**src/rtl/spcc_defs.svh**
```systemverilog
// Constants for the shutdown and power-cycle controller: offsets, field bits, resets, times.
// Assumes the includer works at a 25 MHz clock.
`ifndef SPCC_DEFS_SVH
`define SPCC_DEFS_SVH

// ****************************************************************
// Register offsets and fields
// ****************************************************************
`define SPCC_ADDR_CTRL1     8'h03
`define SPCC_ADDR_HIB       8'h05
`define SPCC_ADDR_STATUS    8'h40
`define SPCC_ADDR_EVENT     8'h41
`define SPCC_BIT_SYSTEM_ON  15
`define SPCC_BIT_RESTART_EN 13
`define SPCC_BIT_HOLD_SEL   3
`define SPCC_BIT_BTN_POL    1
`define SPCC_BIT_HIB_CLR    5
`define SPCC_CTRL1_RESET    16'h0002
`define SPCC_HIB_RESET      16'h0000

// ****************************************************************
// Times and derived cycle counts
// ****************************************************************
`define SPCC_CLK_HZ         25000000
`define SPCC_GPIO_MS        5
`define SPCC_BTN_LONG_S     10
`define SPCC_BTN_SHORT_S    5
`define SPCC_RETRY_MS       200
`define SPCC_GPIO_CYC       ((`SPCC_CLK_HZ / 1000) * `SPCC_GPIO_MS + 1)
`define SPCC_BTN_LONG_CYC   (`SPCC_CLK_HZ * `SPCC_BTN_LONG_S)
`define SPCC_BTN_SHORT_CYC  (`SPCC_CLK_HZ * `SPCC_BTN_SHORT_S)
`define SPCC_RETRY_CYC      ((`SPCC_CLK_HZ / 1000) * `SPCC_RETRY_MS)
`define SPCC_MAX_ATTEMPTS   8
`define SPCC_WDOG_FAULTS    7

`endif

```
**src/rtl/spcc_pkg.sv**
```systemverilog
// Types for the shutdown and power-cycle controller.
// Assumes the constants header is included by the design files.
package spcc_pkg;
	// Power states, one-hot.
	typedef enum logic [4:0] {
		SPCC_OFF     = 5'b00001,
		SPCC_STARTUP = 5'b00010,
		SPCC_ACTIVE  = 5'b00100,
		SPCC_HIBER   = 5'b01000,
		SPCC_SHUT    = 5'b10000
	} spcc_state_t;
endpackage

```
**src/rtl/spcc_ctrl.sv**
```systemverilog
// Shutdown and fault power-cycle controller of the power-state machine.
// Assumes synchronous inputs, a 25 MHz clock and single-cycle register strobes.
//
// Summary of operation
// - Any shutdown event moves the chip from active or hibernate to OFF.
// - Writing zero to system-on bit 15 of control register powers chip down.
// - GPIO power-off input active beyond 5ms causes shutdown; level set per pin.
// - Button held 10s causes shutdown, or 5s when hold-select bit 3 is set.
// - Control bit 1 picks button polarity: 0 high, 1 low; resets to 1.
// - Watchdog time-out shuts down only after 7 earlier faults.
// - Shutdown-requesting faults and thermal shutdown are shutdown events.
// - System-on flag is set to 1 during start-up.
// - Shutdown asserts host and memory resets, clears registers and system-on, enters OFF.
// - Switch and each regulator individually may request shutdown on a fault.
// - With restart enable bit 13 clear, a requesting fault goes through SHUT to OFF.
// - With restart enabled, a fault reruns start-up, up to 8 tries 200ms apart.
// - After 8 failed tries go to OFF and clear the attempt counter.
// - Control registers reset whenever OFF is entered.
// - Hibernate bit 5 set resets registers on hibernate exit; resets to 0.
// - Development mode field can suppress the register reset on entering OFF.
// - From OFF any valid start-up event restarts the chip.
// - Host reset output stays asserted throughout the OFF state.
`timescale 1ns/10ps
`include "spcc_defs.svh"

module spcc_ctrl
	import spcc_pkg::*;
#(
	parameter int NUM_SUPPLIES   = 11,
	parameter int GPIO_CYC       = `SPCC_GPIO_CYC,
	parameter int BTN_LONG_CYC   = `SPCC_BTN_LONG_CYC,
	parameter int BTN_SHORT_CYC  = `SPCC_BTN_SHORT_CYC,
	parameter int RETRY_CYC      = `SPCC_RETRY_CYC
) (
	// Clock, reset and enable.
	input  wire logic                    clock_i,
	input  wire logic                    reset_n_i,
	input  wire logic                    clk_en_i,
	// Register port.
	input  wire logic [7:0]              reg_addr_i,
	input  wire logic [15:0]             reg_wdata_i,
	input  wire logic                    reg_wr_i,
	input  wire logic                    reg_rd_i,
	output logic      [15:0]             reg_rdata_o,
	// Sensed pins and events.
	input  wire logic                    button_i,
	input  wire logic                    gpio_power_off_input_i,
	input  wire logic                    gpio_pin_config_i,
	input  wire logic                    watchdog_timeout_i,
	input  wire logic                    thermal_shutdown_i,
	input  wire logic [NUM_SUPPLIES-1:0] supply_fault_i,
	input  wire logic [NUM_SUPPLIES-1:0] supply_fault_shutdown_en_i,
	input  wire logic                    startup_event_i,
	input  wire logic                    startup_done_i,
	input  wire logic                    hibernate_req_i,
	input  wire logic                    wake_req_i,
	input  wire logic                    dev_mode_i,
	input  wire logic                    dev_keep_regs_in_off_i,
	// Reset and state outputs.
	output logic                         host_reset_n_o,
	output logic                         memory_reset_n_o,
	output logic                         reg_clear_o,
	output logic                         functions_en_o,
	output logic                         startup_run_o
);

	// ****************************************************************
	// Declarations
	// ****************************************************************
	localparam int CW = 28;

	spcc_state_t state_q, state_d;
	logic [15:0] ctrl1_q;
	logic [15:0] hib_q;
	logic [CW-1:0] gpio_cnt_q;
	logic [CW-1:0] btn_cnt_q;
	logic [CW-1:0] retry_cnt_q;
	logic [3:0] attempt_q;
	logic [3:0] fault_cnt_q;
	logic retry_wait_q;
	logic [15:0] rdata_q;
	logic [1:0] last_cause_q;

	// Saturating counter step shared by all timers.
	function automatic logic [CW-1:0] spcc_step(input logic [CW-1:0] c, input logic run);
		spcc_step = !run ? '0 : ((&c) ? c : c + 1'b1);
	endfunction

	// ****************************************************************
	// Event decode
	// ****************************************************************
	wire wr_ctrl1     = reg_wr_i && (reg_addr_i == `SPCC_ADDR_CTRL1);
	wire wr_hib       = reg_wr_i && (reg_addr_i == `SPCC_ADDR_HIB);
	wire powered      = state_q == SPCC_ACTIVE || state_q == SPCC_HIBER;
	wire sw_off       = wr_ctrl1 && !reg_wdata_i[`SPCC_BIT_SYSTEM_ON] && powered;
	// A GPIO configured active low is inverted here.
	wire gpio_active  = gpio_power_off_input_i ^ gpio_pin_config_i;
	wire gpio_off     = gpio_cnt_q >= CW'(GPIO_CYC);
	wire btn_active   = button_i ^ ctrl1_q[`SPCC_BIT_BTN_POL];
	wire [CW-1:0] btn_lim = ctrl1_q[`SPCC_BIT_HOLD_SEL] ? CW'(BTN_SHORT_CYC)
	                                                    : CW'(BTN_LONG_CYC);
	wire btn_off      = btn_cnt_q >= btn_lim;
	wire wdog_off     = watchdog_timeout_i && fault_cnt_q >= 4'(`SPCC_WDOG_FAULTS);
	// Each supply requests shutdown only when its own enable is set.
	wire fault_req    = |(supply_fault_i & supply_fault_shutdown_en_i);
	wire restart_en   = ctrl1_q[`SPCC_BIT_RESTART_EN];
	wire fault_live   = state_q == SPCC_STARTUP || powered;
	wire fault_retry  = fault_req && restart_en && fault_live &&
	                    attempt_q < 4'(`SPCC_MAX_ATTEMPTS - 1);
	wire fault_off    = fault_req && fault_live && !fault_retry;
	wire plain_off    = powered && (sw_off || gpio_off || btn_off || wdog_off ||
	                    thermal_shutdown_i);
	wire go_shut      = plain_off || fault_off;
	wire keep_regs    = dev_mode_i && dev_keep_regs_in_off_i;
	wire retry_fire   = retry_wait_q && retry_cnt_q >= CW'(RETRY_CYC - 1);
	wire hib_exit     = state_q == SPCC_HIBER && wake_req_i;
	wire clr_regs     = (state_d == SPCC_OFF && state_q != SPCC_OFF && !keep_regs) ||
	                    (hib_exit && hib_q[`SPCC_BIT_HIB_CLR]);

	// ****************************************************************
	// State machine
	// ****************************************************************
	// Next state; faults are checked ahead of the other causes.
	always_comb begin
		state_d = state_q;
		unique case (state_q)
			SPCC_OFF: begin
				if (startup_event_i || retry_fire) begin
					state_d = SPCC_STARTUP;
				end
			end
			SPCC_STARTUP: begin
				if (fault_retry) begin
					state_d = SPCC_OFF;
				end else if (fault_off) begin
					state_d = SPCC_SHUT;
				end else if (startup_done_i) begin
					state_d = SPCC_ACTIVE;
				end
			end
			SPCC_ACTIVE: begin
				if (fault_retry) begin
					state_d = SPCC_OFF;
				end else if (go_shut) begin
					state_d = SPCC_SHUT;
				end else if (hibernate_req_i) begin
					state_d = SPCC_HIBER;
				end
			end
			SPCC_HIBER: begin
				if (fault_retry) begin
					state_d = SPCC_OFF;
				end else if (go_shut) begin
					state_d = SPCC_SHUT;
				end else if (wake_req_i) begin
					state_d = SPCC_ACTIVE;
				end
			end
			SPCC_SHUT: begin
				state_d = SPCC_OFF;
			end
			default: begin
				state_d = SPCC_OFF;
			end
		endcase
	end

	always_ff @(posedge clock_i) begin
		if (!reset_n_i) begin
			state_q <= SPCC_OFF;
		end else if (clk_en_i) begin
			state_q <= state_d;
		end
	end

	// ****************************************************************
	// Timers and counters
	// ****************************************************************
	// Pin timers only run while powered, so a held button cannot restart the count in OFF.
	always_ff @(posedge clock_i) begin
		if (!reset_n_i) begin
			gpio_cnt_q  <= '0;
			btn_cnt_q   <= '0;
			retry_cnt_q <= '0;
		end else if (clk_en_i) begin
			gpio_cnt_q  <= spcc_step(gpio_cnt_q, gpio_active && powered);
			btn_cnt_q   <= spcc_step(btn_cnt_q, btn_active && powered);
			retry_cnt_q <= spcc_step(retry_cnt_q, retry_wait_q && !retry_fire);
		end
	end

	// Attempts and the fault tally for the watchdog decision.
	always_ff @(posedge clock_i) begin
		if (!reset_n_i) begin
			attempt_q    <= '0;
			retry_wait_q <= 1'b0;
			fault_cnt_q  <= '0;
		end else if (clk_en_i) begin
			if (fault_retry) begin
				attempt_q    <= attempt_q + 1'b1;
				retry_wait_q <= 1'b1;
			end else if (fault_off || (state_q == SPCC_STARTUP && startup_done_i)) begin
				attempt_q    <= '0;
			end
			if (retry_fire || startup_event_i) begin
				retry_wait_q <= 1'b0;
			end
			if (fault_req && fault_live && fault_cnt_q != 4'hF) begin
				fault_cnt_q <= fault_cnt_q + 1'b1;
			end else if (state_q == SPCC_SHUT) begin
				fault_cnt_q <= '0;
			end
		end
	end

	// ****************************************************************
	// Registers
	// ****************************************************************
	// Startup sets system-on; register clear wins over a write in the same cycle.
	always_ff @(posedge clock_i) begin
		if (!reset_n_i) begin
			ctrl1_q <= `SPCC_CTRL1_RESET;
			hib_q   <= `SPCC_HIB_RESET;
		end else if (clk_en_i) begin
			if (clr_regs) begin
				ctrl1_q <= `SPCC_CTRL1_RESET;
				hib_q   <= `SPCC_HIB_RESET;
			end else begin
				if (wr_ctrl1) begin
					ctrl1_q <= reg_wdata_i;
				end
				if (wr_hib) begin
					hib_q <= reg_wdata_i;
				end
				// Leaving for OFF wins over start-up, so a retry never keeps system-on.
				if (state_d == SPCC_OFF || state_q == SPCC_SHUT) begin
					ctrl1_q[`SPCC_BIT_SYSTEM_ON] <= 1'b0;
				end else if (state_q == SPCC_STARTUP) begin
					ctrl1_q[`SPCC_BIT_SYSTEM_ON] <= 1'b1;
				end
			end
		end
	end

	// Cause of the last shutdown, kept for software.
	always_ff @(posedge clock_i) begin
		if (!reset_n_i) begin
			last_cause_q <= 2'h0;
		end else if (clk_en_i && go_shut) begin
			last_cause_q <= fault_off ? 2'h2 : (sw_off ? 2'h1 : 2'h3);
		end
	end

	// Read data appear one cycle after the strobe; unmapped reads return zero.
	wire [15:0] rd_mux =
		(reg_addr_i == `SPCC_ADDR_CTRL1)  ? ctrl1_q :
		(reg_addr_i == `SPCC_ADDR_HIB)    ? hib_q :
		(reg_addr_i == `SPCC_ADDR_STATUS) ? {3'h0, state_q, attempt_q, fault_cnt_q} :
		(reg_addr_i == `SPCC_ADDR_EVENT)  ? {14'h0, last_cause_q} : 16'h0000;

	always_ff @(posedge clock_i) begin
		if (!reset_n_i) begin
			rdata_q <= 16'h0000;
		end else if (clk_en_i) begin
			rdata_q <= reg_rd_i ? rd_mux : 16'h0000;
		end
	end

	// ****************************************************************
	// Outputs
	// ****************************************************************
	// Both resets are low except in active; hibernate keeps them low here for safety.
	assign host_reset_n_o   = state_q == SPCC_ACTIVE;
	assign memory_reset_n_o = state_q == SPCC_ACTIVE;
	assign reg_clear_o      = state_q == SPCC_SHUT || (state_q == SPCC_OFF && !keep_regs);
	assign functions_en_o   = powered;
	assign startup_run_o    = state_q == SPCC_STARTUP;
	assign reg_rdata_o      = rdata_q;

	// ****************************************************************
	// Checks
	// ****************************************************************
	a_off_host_reset: assert property (@(posedge clock_i) disable iff (!reset_n_i)
		state_q == SPCC_OFF |-> !host_reset_n_o) else $error("host reset released in off");
	a_shut_to_off: assert property (@(posedge clock_i) disable iff (!reset_n_i)
		clk_en_i && state_q == SPCC_SHUT |=> state_q == SPCC_OFF) else $error("shut not off");
	a_sw_shutdown: assert property (@(posedge clock_i) disable iff (!reset_n_i)
		clk_en_i && sw_off && !fault_retry |=> state_q == SPCC_SHUT) else $error("sw off lost");
	a_startup_sets_on: assert property (@(posedge clock_i) disable iff (!reset_n_i)
		clk_en_i && state_q == SPCC_STARTUP && !clr_regs && state_d != SPCC_OFF |=> ctrl1_q[15])
		else $error("on unset");
	a_off_clears_on: assert property (@(posedge clock_i) disable iff (!reset_n_i)
		$rose(state_q == SPCC_OFF) |-> !ctrl1_q[15]) else $error("system on in off");
	a_attempt_bound: assert property (@(posedge clock_i) disable iff (!reset_n_i)
		attempt_q <= 4'h8) else $error("attempts above eight");
	a_no_restart_off: assert property (@(posedge clock_i) disable iff (!reset_n_i)
		clk_en_i && fault_req && !restart_en && powered |=> state_q == SPCC_SHUT)
		else $error("fault without restart not shut");
	a_done_clears: assert property (@(posedge clock_i) disable iff (!reset_n_i)
		clk_en_i && state_q == SPCC_STARTUP && startup_done_i && !fault_req |=> attempt_q == 0)
		else $error("attempts not cleared");
	a_wdog_early: assert property (@(posedge clock_i) disable iff (!reset_n_i)
		clk_en_i && state_q == SPCC_ACTIVE && watchdog_timeout_i && fault_cnt_q < 4'h7 &&
		!fault_req && !sw_off && !gpio_off && !btn_off && !thermal_shutdown_i &&
		!hibernate_req_i |=> state_q == SPCC_ACTIVE) else $error("early watchdog off");

	// The memory reset follows the host reset throughout OFF.
	a_off_mem_reset: assert property (@(posedge clock_i) disable iff (!reset_n_i)
		state_q == SPCC_OFF |-> !memory_reset_n_o) else $error("memory reset released in off");

	// A fault that is retried drops straight to OFF to wait out the retry gap.
	a_retry_to_off: assert property (@(posedge clock_i) disable iff (!reset_n_i)
		clk_en_i && fault_retry |=> state_q == SPCC_OFF) else $error("retry not off");

	// Entering OFF without the development keep leaves the control register at reset.
	a_off_entry_clear: assert property (@(posedge clock_i) disable iff (!reset_n_i)
		clk_en_i && state_d == SPCC_OFF && state_q != SPCC_OFF && !keep_regs
		|=> ctrl1_q == `SPCC_CTRL1_RESET) else $error("registers kept in off");

	// Leaving hibernate with the clear bit set resets the hibernate register too.
	a_hib_exit_clear: assert property (@(posedge clock_i) disable iff (!reset_n_i)
		clk_en_i && hib_exit && hib_q[`SPCC_BIT_HIB_CLR] |=> hib_q == `SPCC_HIB_RESET)
		else $error("hibernate exit kept registers");

	// Thermal shutdown is a plain shutdown event while powered.
	a_thermal_shut: assert property (@(posedge clock_i) disable iff (!reset_n_i)
		clk_en_i && powered && thermal_shutdown_i && !fault_retry |=> state_q == SPCC_SHUT)
		else $error("thermal event lost");

	// A GPIO held past its limit shuts the chip down.
	a_gpio_shut: assert property (@(posedge clock_i) disable iff (!reset_n_i)
		clk_en_i && powered && gpio_off && !fault_retry |=> state_q == SPCC_SHUT)
		else $error("gpio power off lost");

	// Any start-up event in OFF begins start-up on the next edge.
	a_off_restart: assert property (@(posedge clock_i) disable iff (!reset_n_i)
		clk_en_i && state_q == SPCC_OFF && startup_event_i |=> state_q == SPCC_STARTUP)
		else $error("start-up event ignored");

endmodule

```
**config.mk**
```make
export PLATFORM = sky130hd
export DESIGN_NAME = spcc_ctrl
export DESIGN_NICKNAME = d
export VERILOG_FILES = /design/src/rtl/spcc_pkg.sv /design/src/rtl/spcc_ctrl.sv
export VERILOG_INCLUDE_DIRS = /design/src /design/src/rtl
export SDC_FILE = /design/constraint.sdc
export NUM_CORES = 1
export LEC_CHECK = 0
export BUFFER_PORTS_ARGS = -buffer_cell sky130_fd_sc_hd__buf_2
export CAP_MARGIN = 5
export CORE_AREA = 3 3 133 103
export CTS_CLUSTER_SIZE = 25
export DETAILED_ROUTE_END_ITERATION = 6
export DIE_AREA = 0 0 136 106
export PLACE_DENSITY = 0.81
export SLEW_MARGIN = 20
export SYNTH_ARGS = -nofsm -noshare
export SYNTH_HDL_FRONTEND = slang
export SYNTH_SLANG_ARGS = --single-unit
export TNS_END_PERCENT = 20
```
**constraint.sdc**
```tcl
create_clock -name clock_i -period 3.95 [get_ports clock_i]
set_input_delay 0 -clock clock_i [delete_from_list [all_inputs] [get_ports clock_i]]
set_output_delay 0 -clock clock_i [all_outputs]
set_load 0.02 [all_outputs]
```
# After elaboration in Yosys (flattened, before gate mapping)
# Cells that the tools add are included.
op_classes:
  n_addsub: 5
  magnitude_cmp: 5
  n_eq_ne: 15
  n_mux: 37
  n_bitwise: 3
  n_reduce_logical: 59
ops:
  columns: ["operator", "n"]
  rows:
  - ["two-way mux 28 bit", 7]
  - ["two-way mux 16 bit", 7]
  - ["adder 28 x 1 -> 28 bit (second input constant)", 3]
  - ["AND reduction 28 bit", 3]
  - ["two-way mux 5 bit", 10]
  - [">= comparator 28 x 17 -> 1 bit (second input constant)", 1]
  - [">= comparator 28 x 23 -> 1 bit (second input constant)", 1]
  - [">= comparator 28 bit", 1]
  - ["logical AND 1 bit", 24]
  - ["case mux 5 bit (4 select lines)", 1]
  - ["AND reduction 2 bit", 9]
  - ["== test 8 x 7 -> 1 bit (second input constant)", 2]
  - ["two-way mux 4 bit", 4]
  - ["two-way mux 13 bit", 1]
  - ["logical OR 1 bit", 12]
  - ["AND 11 bit", 1]
  - ["OR reduction 11 bit", 1]
  - ["== test 5 x 1 -> 1 bit (second input constant)", 2]
  - ["nonzero test 2 bit", 5]
  - ["adder 4 x 1 -> 4 bit (second input constant)", 2]
  - ["== test 8 x 2 -> 1 bit (second input constant)", 1]
  - ["== test 8 x 3 -> 1 bit (second input constant)", 1]
  - ["two-way mux 2 bit", 3]
  - ["inequality test 2 bit (second input constant)", 3]
  - ["12 further kinds", 19]
word_totals:
  regBits: 148
  output_inout_bits: 21
  word_cells: 136

# Longest topological paths before layout
# Gate-level depths: netlist (run 1).
depth:
  ltp_word: 19
  depth_mapped: 9

# Worst setup path after synthesis (run 1)
# OpenSTA, ideal clock, no wires.
synth_timing:
  path_type: "register to register"
  start: "reg ctrl1_q[3]"
  end: "reg last_cause_q[1]"
  setup_time_ns: 0.116
  arrival_ns: 2.138
  t_required_ns: 3.834
  path_slack_ns: 1.696
  path_stages_with_launch: 9
  n_path_buf: 0
  cell_sequence: "dfxtp_1 ha_1 and4b_1 a221oi_1 o21ai_0 a211o_1 a222oi_1 nor2_1 o211a_1"
synth_between:
  elab_chain_len: 8
synth_rtl:
  columns: ["item", "line_no", "rtl"]
  rows:
  - ["from (decl)", "spcc_ctrl.sv:73", "logic [15:0] ctrl1_q;"]
  - ["from (signal assigned)", "spcc_ctrl.sv:222", "ctrl1_q <= `SPCC_CTRL1_RESET;"]
  - ["from (signal assigned)", "spcc_ctrl.sv:226", "ctrl1_q <= `SPCC_CTRL1_RESET;"]
  - ["from (signal assigned)", "spcc_ctrl.sv:230", "ctrl1_q <= reg_wdata_i;"]
  - ["two-way mux 28 bit", "spcc_ctrl.sv:100", "wire [CW-1:0] btn_lim = ctrl1_q[`SPCC_BIT_HOLD_SEL] ? CW'(BTN_SHORT_CYC)"]
  - [">= comparator 28 bit", "spcc_ctrl.sv:102", "wire btn_off = btn_cnt_q >= btn_lim;"]
  - ["logical OR 1 bit (3 in series)", "spcc_ctrl.sv:111", "wire plain_off = powered && (sw_off || gpio_off || btn_off || wdog_off ||"]
  - ["logical AND 1 bit", "spcc_ctrl.sv:111", null]
  - ["logical OR 1 bit", "spcc_ctrl.sv:113", "wire go_shut = plain_off || fault_off;"]
  - ["logical AND 1 bit", "spcc_ctrl.sv:249", "end else if (clk_en_i && go_shut) begin"]
  - ["to (signal assigned)", "spcc_ctrl.sv:250", "last_cause_q <= fault_off ? 2'h2 : (sw_off ? 2'h1 : 2'h3);"]
  - ["to (decl)", "spcc_ctrl.sv:82", "logic [1:0] last_cause_q;"]
# No other way between the ends.
# A chain may end at the register's enable or synchronous reset.

# Worst setup path in the final report (run 1)
layout_timing:
  start: "reg ctrl1_q[3]"
  end: "reg state_q[3]"
layout_between:
  elab_chain_len: 10
  elab_cells_between_ends: 12
  cone_classes: "order compare (1); mux (6); reduce/logical (5)"
layout_rtl:
  columns: ["item", "line_no", "rtl"]
  rows:
  - ["two-way mux 28 bit (*)", "spcc_ctrl.sv:100", null]
  - [">= comparator 28 bit (*)", "spcc_ctrl.sv:102", null]
  - ["logical OR 1 bit (*) (3 in series)", "spcc_ctrl.sv:111", null]
  - ["logical AND 1 bit (*)", "spcc_ctrl.sv:111", null]
  - ["logical OR 1 bit (*)", "spcc_ctrl.sv:113", null]
  - ["two-way mux 5 bit (on tied branches)", "spcc_ctrl.sv:153, spcc_ctrl.sv:144", null]
  - ["two-way mux 5 bit (on tied branches)", "spcc_ctrl.sv:151, spcc_ctrl.sv:142", null]
  - ["case mux 5 bit (4 select lines) (*)", "spcc_ctrl.sv:126", "unique case (state_q)"]
  - ["to (signal assigned)", "spcc_ctrl.sv:172", "state_q <= state_d;"]
  - ["to (decl)", "spcc_ctrl.sv:72", "spcc_state_t state_q, state_d;"]
# Mark *: on every way between the ends. The rest lies on a longest branch, timed or not.

==> results of run 1 <==
final cells by class:
cell class                 count  area (um2)  share of cell area, %
multi-input combinational    686        4223                  48.44
sequential                   148        2963                  33.99
timing repair buffer         104       623.1                  7.148
clock buffer                  18       439.2                  5.038
tap                          166       207.7                  2.383
clock inverter                14       141.4                  1.622
inverter                      32       120.1                  1.378
final timing paths:
check	end	slack (ps)	cells after the start
max	state_q[3]	1230	8
min	state_q[3]	50	4
max reg2reg	state_q[3]	1230	8
min reg2reg	hib_q[8]	450	2
worst max-delay path, cell delays in order (launching register included):
cell and delay (ps):
dfxtp_1 560, inv_1 250, ha_1 240, a311oi_1 410, nand3_1 120, a211o_1 290
a222oi_1 410, nand4_1 170, o21ai_0 190
layout by cell type (no fill, tap or decap), types with 6 or more instances in the layout:
master	count
dfxtp_1	148
nor2_1	119
nand2_1	101
buf_2	82
o21ai_0	43
nand3_1	40
xnor2_1	38
xor2_1	32
inv_1	30
a21oi_1	30
nor3_1	29
nand4_1	27
and3_1	24
ha_1	22
dlygate4sd3_1	19
and2_1	18
clkbuf_16	17
o21ai_1	15
o2bb2ai_1	14
a222oi_1	13
or3_1	12
nor4_1	9
and4_1	8
a31oi_1	6
per-stage QoR:
| step | hold slack [ps] | setup slack (ps) |
|---|---|---|
| finish | 52.66 | 1228 |
| global route | 68.75 | 1016 |
| CTS | 20.47 | 1246 |
| detailed placement | 268.2 | 1278 |
| global placement | 270.4 | 1344 |
| floorplan | 140.8 | 1696 |
logic make-up (layout without fill, tap and decap cells):
family                   after synthesis  after routing  synth area share (%)
flip-flops                           148            148                 39.59
AND/OR/NAND/NOR                      417            417                 27.80
AO/OA/AOI/OAI                        172            172                 16.08
XOR/XNOR                              70             70                 8.191
adder cells (fa/ha/maj)               22             22                 3.678
buffers and inverters                 70            168                 3.995
multiplexers                           5              5                0.6687
repair_timing:
action | 4_1_cts | 5_1_grt
hold endpoints to repair | 35 | 0
hold buffers | 19 | 0
resized for setup | 0 | 0
endpoints found under the setup margin | 0 | 0
sequential cells by signal, summed over array words and instances (netlist names):
name,count
ctrl1_q,16
retry_wait_q,1
state_q,5
gpio_cnt_q,28
btn_cnt_q,28
hib_q,16
retry_cnt_q,28
reg_rdata_o,16
attempt_q,4
fault_cnt_q,4
last_cause_q,2
layer usage:
metal,wire [um],up-vias,track usage [%]
li1,-,3414,-
met1,8565,3244,37.37
met2,8327,285,40.71
met3,1497,28,5.203
met4,289,0,7.554
met5,0,-,0
power by group through the flow:
stage	Clock, W	Combinational (W)	Sequential [W]
finish	0.00159	0.000199	0.00151
global placement	0	0.000178	0.00154
global route	0.00167	0.000218	0.00151
floorplan	0	0.000123	0.00154
detailed placement	0	0.000180	0.00154
CTS	0.00161	0.000197	0.00151
==> run metrics, run 1 <==
Detailed Place HPWL=12670 um; Ports=83; Initial DRC Count=between 700 and 800; grt ovf=0; core area=12350 um2; fillers=980; Reg-to-Reg Start=ctrl1_q[3]; Die ar.=~14000 um2; setup violators final=0; final estimated routing congestion in global placement=~0.90; root buffer selected by CTS=clkbuf_16; Num CTS Buffers=17; power share of the clock group=48.2%; Synth top cells by count=148 x dfxtp_1, 119 x nor2_1, 101 x nand2_1; total wire length=18680 um; Post-synth EDFFs=0; first-pass GRT wire length=31150 um; Sw Ratio=25.05%; Slew @ Worst Pin=roughly 960 ps; min cycle time layout=between 2000 and 3000 ps; deepest clock path buffer count=2; cells taking the most area after synthesis=dfxtp_1 40%, nor2_1 6.0%, nand2_1 5.1%; Pre-Repair DR Iteration Count=7; Nets=roughly 1100; drt wl/cell=15.99 um; YS warnings=0; CTS sink count=between 100 and 150; Yosys top cell area share=39.59%; layout cells sized above 1=13.97%; Final Power=0.003301 W; Worst setup startpoint=ctrl1_q[3]; arrival time worst endpoint=3070 ps; unrepaired setup endpoints after global routing=false; clock latency reported for the late side of the worst-skew pair=430 ps; Post-Syn Nets=988; Logic pwr share=6.0%; clock slew at reported path FFs=approximately 60 ps; Ant. Diodes=0; leakage power=3.211 nW; Starting Density=60.61%; Setup Fix Bufs, Post-CTS=0; row cnt=35; count leader, synth=dfxtp_1; port buffer count=82; internal power=0.002474 W; CTS tree=done; synthesized area per cell=8.280 um2; Vias/cell=5.968; status=complete, but fails checks; vias=6971; fmax=between 300 and 400 MHz; initial antenna violation count=0; Period Utilization, post-route=68.90%; violated checks=design-rule violations; Layout area overhead=16.47%; Main synth FF type=dfxtp_1; pin count of the biggest net entering global routing=44; switching power=between 0.0008 and 0.0009 W; post-route ant nets=0; sequential area share after synthesis=39.59%; Die Wd=around 140 um; Total Routing Usage GR=26.34%; maximum vdd ir drop=between 0.3 and 0.4 mV; # DRC=2; Critical Path RT=4300 ps; type of the most critical hold path=primary input to flop; chip height=106 um; Cell Count, Final, Fillers Out=1168; Final Max Slew Viols=0; cell area after synthesis=around 7500 um2; Final Hold Fails=0; Power per Cell Area=roughly 380 nW/um2; total placed cells including tap cells=1117; Setup Skew=between 10 and 15 ps; HP Start=wake_req_i; count of cell types in the netlist=74; Post-Route Setup TNS=0 ps; Async SR Flop Fraction=0%; number of global-route vias before repair=6337; Cell Area, Placed=roughly 7900 um2; cell count after synthesis=904; final core utilization=70.59%; worst slew margin relative to its limit=35.96%; total number of H-tree levels=4; Yosys reg bits=between 100 and 150; fin area=8717 um2; startpoint types=flop; Critical Path Fanout Max=10; part of the power in registers=45.8%; cell taking the most area after synthesis=dfxtp_1; Max-cap violations=0; critical path class=flop to flop; Critical Path End Type=flop
(Power assumes the default switching activity.)
==> inputs of run 2 (changes only) <==
--- a/config.mk
+++ b/config.mk
@@ -8,11 +8,11 @@
 export LEC_CHECK = 0
 export BUFFER_PORTS_ARGS = -buffer_cell sky130_fd_sc_hd__buf_2
 export CAP_MARGIN = 5
-export CORE_AREA = 3 3 133 103
+export CORE_AREA = 3 3 135 104
 export CTS_CLUSTER_SIZE = 25
 export DETAILED_ROUTE_END_ITERATION = 6
-export DIE_AREA = 0 0 136 106
-export PLACE_DENSITY = 0.81
+export DIE_AREA = 0 0 138 107
+export PLACE_DENSITY = 0.79
 export SLEW_MARGIN = 20
 export SYNTH_ARGS = -nofsm -noshare
 export SYNTH_HDL_FRONTEND = slang
==> constraint.sdc (replaced) <==
create_clock -name clock_i -period 2.51 [get_ports clock_i]
set_input_delay 0 -clock clock_i [delete_from_list [all_inputs] [get_ports clock_i]]
set_output_delay 0 -clock clock_i [all_outputs]
set_load 0.02 [all_outputs]
==> run 2 against run 1 <==
Compared with the run above:
- highest routed layer unchanged
- clock skew down 1.2 ps
- wire length up 5.0%
- the flow now finishes without violations
- sequential share of layout area down 1.1 points
- sequential cell count did not move
==> run metrics, run 2 (synthesis gave the netlist of run 1 again) <==
status=complete, no violations (was complete, but fails checks); Die ar.=14770 um2 (was 14420 um2); Post-Route Setup TNS=0 ps (unchanged); Slew @ Worst Pin=703.0 ps (was 958.2 ps); CTS tree=done (unchanged); maximum vdd ir drop=0.5168 mV (was 0.3175 mV); final core utilization=69.98% (was 70.59%); Ant. Diodes=0 (unchanged); pin count of the biggest net entering global routing=36 (was 44); Critical Path Fanout Max=6 (was 10); WP buf/inv=2 (was 1); setup violators final=0 (unchanged); slowest CP cell=dfxtp_2 (was dfxtp_1); deepest clock path buffer count=2 (unchanged); Worst path max stage delay=360 ps (was 560 ps); startpoint types=flop (unchanged); Total Routing Usage GR=26.01% (was 26.34%); arrival time worst endpoint=2750 ps (was 3070 ps); Starting Density=58.10% (was 60.61%); grt ovf=0 (unchanged); Max-cap violations=0 (unchanged); port buffer count=82 (unchanged); Cell Area, Placed=8168 um2 (was 7946 um2); Power per Cell Area=599.1 nW/um2 (was 378.7 nW/um2); fmax=410.6 MHz (was 367.4 MHz); commonest non-fill, non-tap cell in the layout=dfxtp_1 (unchanged); Critical Path End Type=flop (unchanged); Ports=83 (unchanged); leakage power=3.387 nW (was 3.211 nW); Reg2Reg Setup Slack=70 ps (was 1230 ps); first-pass GRT wire length=31950 um (was 31150 um); cells on worst reg2reg path=10 (was 8); Nets=1103 (was 1073); HP Start=clk_en_i (was wake_req_i); Die Wd=138 um (was 136 um); post-route ant nets=0 (unchanged); delay-heaviest family, CP=compound AO/OA/AOI/OAI gates (unchanged); type of the most critical hold path=primary input to flop (unchanged); Setup Skew=10.98 ps (was 12.23 ps); fillers=1021 (was 980); clock latency reported for the late side of the worst-skew pair=420 ps (was 430 ps); Reg-to-Reg Start=btn_cnt_q[6] (was ctrl1_q[3]); Final Max Slew Viols=0 (unchanged); Initial DRC Count=522 (was 733); core area=12880 um2 (was 12350 um2); min cycle time layout=2436 ps (was 2722 ps); Pre-Repair DR Iteration Count=6 (was 7); CTS sink count=148 (unchanged); Crit Reg-Reg Endpoint=last_cause_q[1] (was state_q[3]); Worst Hold Path EP=retry_cnt_q[0] (was state_q[3]); row cnt=36 (was 35); layout cells sized above 1=16.67% (was 13.97%); final estimated routing congestion in global placement=0.8917 (was 0.8992); clock slew at reported path FFs=70 ps (was 60 ps); initial antenna violation count=0 (unchanged); Critical Path RT=2820 ps (was 4300 ps); WHS=92.38 ps (was 52.66 ps); total number of H-tree levels=4 (unchanged); critical path class=flop to flop (unchanged); commonest non-fill, non-tap cells in the layout=146 x dfxtp_1, 119 x nor2_1, 101 x nand2_1 (was 148 x dfxtp_1, 119 x nor2_1, 101 x nand2_1); Period Utilization, post-route=97.04% (was 68.90%); Detailed Place HPWL=13340 um (was 12670 um); critical-path cell list=inv_1 > ha_1 > and4b_1 > a221oi_1 > o21ai_0 > a211o_1 > a222oi_1 > buf_4 > nor2_1 > o211a_1 (was inv_1 > ha_1 > a311oi_1 > nand3_1 > a211o_1 > a222oi_1 > nand4_1 > o21ai_0); Final Hold Fails=0 (unchanged); number of global-route vias before repair=6625 (was 6337); Hold Crit Depth=3 (was 4); worst slew margin relative to its limit=53.13% (was 35.96%); total wire length=19620 um (was 18680 um); vias=7130 (was 6971); Vias/cell=5.927 (was 5.968); Largest regs=btn_cnt_q: 28 flops, gpio_cnt_q: 28 flops, retry_cnt_q: 28 flops (unchanged); drt wl/cell=16.31 um (was 15.99 um); Num CTS Buffers=17 (unchanged); fin area=9015 um2 (was 8717 um2); chip height=107 um (was 106 um); # DRC=0 (was 2); Layout area overhead=20.44% (was 16.47%); root buffer selected by CTS=clkbuf_16 (unchanged)
-- run 2: worst max-delay path by stage --
stage	start	to	slack, ps	cells past startpoint
floorplan	ctrl1_q[3]	last_cause_q[1]	260	8
global placement	ctrl1_q[3]	last_cause_q[1]	130	8
detailed placement	btn_cnt_q[6]	last_cause_q[1]	50	9
CTS	btn_cnt_q[6]	last_cause_q[1]	40	9
global route	ctrl1_q[3]	state_q[3]	-60	10
finish	btn_cnt_q[6]	last_cause_q[1]	70	10
-- run 2: power breakdown --
group          switching (W)  internal (W)  total (W)
Combinational       0.000209      0.000137   0.000346
Sequential         0.0000162       0.00236    0.00237
Clock                0.00109       0.00159    0.00268
-- run 2: cell type report --
cell class | count | area [um2] | area share (%)
Clock inverter | 15 | 193.9 | 2.151
Clock buffer | 17 | 425.4 | 4.719
Sequential cell | 148 | 2965 | 32.89
Timing Repair Buffer | 134 | 865.8 | 9.604
Inverter | 32 | 120.1 | 1.332
Multi-Input combinational cell | 686 | 4230 | 46.93
Tap cell | 171 | 214.0 | 2.373
-- run 2: worst register-to-register path, cell delays in order, from the launching register on --
cell      delay [ps]
dfxtp_2          360
inv_1             70
ha_1             290
and4b_1          180
a221oi_1         240
o21ai_0          140
a211o_1          310
a222oi_1         270
buf_4            190
nor2_1            50
o211a_1          230
-- run 2: through the flow --
stage,power (W),setup slack (ps),instances
after floorplan,0.002610,256.2,904
after global placement,0.002732,133.4,1149
after detailed placement,0.002736,53.30,1149
after CTS,0.005411,43.17,1202
after global routing,0.005553,-57.93,1203
final,0.005401,74.35,1203
-- run 2: per-layer routing --
| metal | global-route usage [%] | wire length [um] | vias to the layer above |
|---|---|---|---|
| met4 | 7.405 | 320 | 0 |
| met5 | 0 | 0 | - |
| met2 | 42.79 | 8994 | 279 |
| li1 | - | - | 3467 |
| met1 | 35.46 | 8830 | 3353 |
| met3 | 4.503 | 1474 | 31 |
-- run 2: repair_timing --
action	in CTS	in global routing
endpoints found under the setup margin	0	4
hold endpoints to repair	38	0
resized for setup	0	5
buffers inserted	0	1
hold buffers	21	0
==> inputs of run 3 (changes only) <==
--- a/config.mk
+++ b/config.mk
@@ -6,13 +6,13 @@
 export SDC_FILE = /design/constraint.sdc
 export NUM_CORES = 1
 export LEC_CHECK = 0
-export BUFFER_PORTS_ARGS = -buffer_cell sky130_fd_sc_hd__buf_2
 export CAP_MARGIN = 5
-export CORE_AREA = 3 3 135 104
+export CORE_AREA = 3 3 133 103
 export CTS_CLUSTER_SIZE = 25
 export DETAILED_ROUTE_END_ITERATION = 6
-export DIE_AREA = 0 0 138 107
-export PLACE_DENSITY = 0.79
+export DIE_AREA = 0 0 136 106
+export DONT_BUFFER_PORTS = 1
+export PLACE_DENSITY = 0.77
 export SLEW_MARGIN = 20
 export SYNTH_ARGS = -nofsm -noshare
 export SYNTH_HDL_FRONTEND = slang
==> constraint.sdc (replaced) <==
create_clock -name clock_i -period 2.6 [get_ports clock_i]
set_input_delay 0 -clock clock_i [delete_from_list [all_inputs] [get_ports clock_i]]
set_output_delay 0 -clock clock_i [all_outputs]
set_load 0.02 [all_outputs]
==> run 3 against run 2 <==
Compared with the run above:
- the run now ends with design-rule violations left
- non-clock buffer count fell by 88
- wire length is 0.66% higher
- sequential power is 3% lower
- first-iteration DRC count increased by 15%
- design area down 4.9%
- clock power shrank 4%
- critical path depth is the same
- total power down 4.7%
- global-route usage is 1.9 points higher
- utilization decreased by 0.59 points
- sequential cell count stayed put
- critical path type unchanged
==> run metrics, run 3 (synthesis gave the netlist of run 1 again) <==
Ant. Diodes=0 (unchanged); Cell Count, Final, Fillers Out=1110 (was 1203); unrepaired setup endpoints after global routing=true; WP buf/inv=2 (unchanged); row cnt=35 (was 36); Period Utilization, post-route=99.11% (was 97.04%); Initial DRC Count=599 (was 522); area of the multi-input gates=4224 um2 (was 4230 um2); Largest regs=btn_cnt_q: 28 flops, gpio_cnt_q: 28 flops, retry_cnt_q: 28 flops (unchanged); Critical Path Fanout Max=6 (unchanged); initial antenna violation count=0 (unchanged); critical path class=flop to flop (unchanged); post-route ant nets=0 (unchanged); Total Routing Usage GR=27.88% (was 26.01%); clock slew at reported path FFs=70 ps (about the same); Final Max Slew Viols=0 (unchanged); drt wl/cell=17.79 um (was 16.31 um); type of the most critical hold path=primary input to flop (unchanged); Die Wd=136 um (was 138 um); setup violators final=0 (unchanged); Final Hold Fails=0 (unchanged); critical-path cell list=inv_1 > ha_1 > and4b_1 > a221oi_1 > o21ai_0 > a211o_1 > a222oi_1 > buf_4 > nand4_1 > o21ai_0 (was inv_1 > ha_1 > and4b_1 > a221oi_1 > o21ai_0 > a211o_1 > a222oi_1 > buf_4 > nor2_1 > o211a_1); status=complete, but fails checks (was complete, no violations); Worst path max stage delay=410 ps (was 360 ps); Detailed Place HPWL=13630 um (was 13340 um); Power per Cell Area=600.5 nW/um2 (was 599.1 nW/um2); Storage cell area=2963 um2 (was 2965 um2); Die ar.=14420 um2 (was 14770 um2); layout cells sized above 1=8.051% (was 16.67%); total number of H-tree levels=4 (unchanged); violated checks=design-rule violations; worst slew margin relative to its limit=42.68% (was 53.13%); # DRC=2 (was 0); arrival time worst endpoint=2910 ps (was 2750 ps); vias=6932 (was 7130); Post-Route Setup TNS=0 ps (unchanged); final estimated routing congestion in global placement=0.9330 (was 0.8917); Critical Path RT=2940 ps (was 2820 ps); Max-cap violations=0 (unchanged); commonest non-fill, non-tap cells in the layout=148 x dfxtp_1, 119 x nor2_1, 101 x nand2_1 (was 146 x dfxtp_1, 119 x nor2_1, 101 x nand2_1); leakage power=3.009 nW (was 3.387 nW); total placed cells including tap cells=1050 (was 1149); CTS tree=done (unchanged); Starting Density=60.61% (was 58.10%); maximum vdd ir drop=0.4654 mV (was 0.5168 mV); Pre-Repair DR Iteration Count=7 (was 6); Num CTS Buffers=17 (unchanged); clock latency reported for the late side of the worst-skew pair=420 ps (about the same); grt ovf=0 (unchanged); min cycle time layout=2577 ps (was 2436 ps); commonest non-fill, non-tap cell in the layout=dfxtp_1 (unchanged); Ports=83 (unchanged); Slew @ Worst Pin=856.6 ps (was 703.0 ps); root buffer selected by CTS=clkbuf_16 (unchanged); final setup margin=23.12 ps (was 74.35 ps); Critical Path End Type=flop (unchanged); delay-heaviest family, CP=compound AO/OA/AOI/OAI gates (unchanged); slowest CP cell=dfxtp_1 (was dfxtp_2); final core utilization=69.39% (was 69.98%); first-pass GRT wire length=32780 um (was 31950 um); Vias/cell=6.245 (was 5.927); Nets=1015 (was 1103); Top cell by count, worst path=o21ai_0; pin count of the biggest net entering global routing=43 (was 36); port buffer count=0 (was 82); Layout area overhead=14.49% (was 20.44%); fillers=961 (was 1021); core area=12350 um2 (was 12880 um2); fmax=388.1 MHz (was 410.6 MHz); Setup WS pre-CTS=82.20 ps (was 53.30 ps); CTS sink count=148 (unchanged); chip height=106 um (was 107 um); startpoint types=flop (unchanged); Final Power=0.005146 W (was 0.005401 W); total wire length=19750 um (was 19620 um); Setup Skew=10.18 ps (was 10.98 ps); deepest clock path buffer count=2 (unchanged); number of global-route vias before repair=6473 (was 6625)
[run 3: cell types whose count changed in the layout (fill, tap and decap cells not counted), sizes merged]
cell and delta:
dlygate4sd3 +4, clkbuf +1, inv +1, clkinv +1, buf -92, bufinv -1
clkinvlp -2
[run 3: metal layers]
metal | vias up | global-route usage [%] | routed length (um)
li1 | 3291 | - | -
met1 | 3262 | 38.10 | 8357
met2 | 332 | 45.02 | 9453
met3 | 47 | 5.629 | 1560
met4 | 0 | 7.482 | 376
met5 | - | 0 | 0
[run 3: layout make-up]
| class | instances | area share (%) |
|---|---|---|
| inverters | 32 | 1.402 |
| well taps | 166 | 2.424 |
| clock inverters | 14 | 2.161 |
| flip-flops and latches | 148 | 34.57 |
| multi-input cells | 686 | 49.29 |
| clock buffers | 18 | 5.125 |
| repair buffers | 46 | 5.023 |
[run 3: final timing paths]
kind | end | startpoint | slack (ps) | depth (start not counted)
max | state_q[3] | btn_cnt_q[6] | 20 | 10
min | retry_cnt_q[6] | clk_en_i | 10 | 4
max reg2reg | state_q[3] | btn_cnt_q[6] | 20 | 10
min reg2reg | hib_q[15] | hib_q[15] | 450 | 2
[run 3: timing repair]
action,in CTS,in global routing
hold buffers,27,0
endpoints found under the hold margin,94,0
buffers inserted,0,1
gates resized for setup,0,1
setup endpoints to repair,0,4
[run 3: power breakdown]
part	total, W	leakage, nW	switching (W)	internal, W
clock network	0.00257	0.308	0.00108	0.00149
registers	0.00229	1.19	0.0000180	0.00228
logic	0.000283	1.51	0.000178	0.000105
total	0.00515	3.01	0.00127	0.00387
[run 3: through the flow]
step	hold slack (ps)	cell area, um2
floorplan	140.8	7485
finish	10.32	8569
CTS	2.652	8566
detailed placement	137.7	7661
global placement	134.4	7661
global route	28.54	8569
[run 3: worst register-to-register path: cells and delay by family (launching register included)]
| kind | cells | cell delay, ps |
|---|---|---|
| adder cells (fa/ha/maj) | 1 | 290 |
| AO/OA/AOI/OAI | 5 | 1200 |
| flip-flops | 1 | 410 |
| AND/OR/NAND/NOR | 2 | 300 |
| buffers and inverters | 2 | 310 |
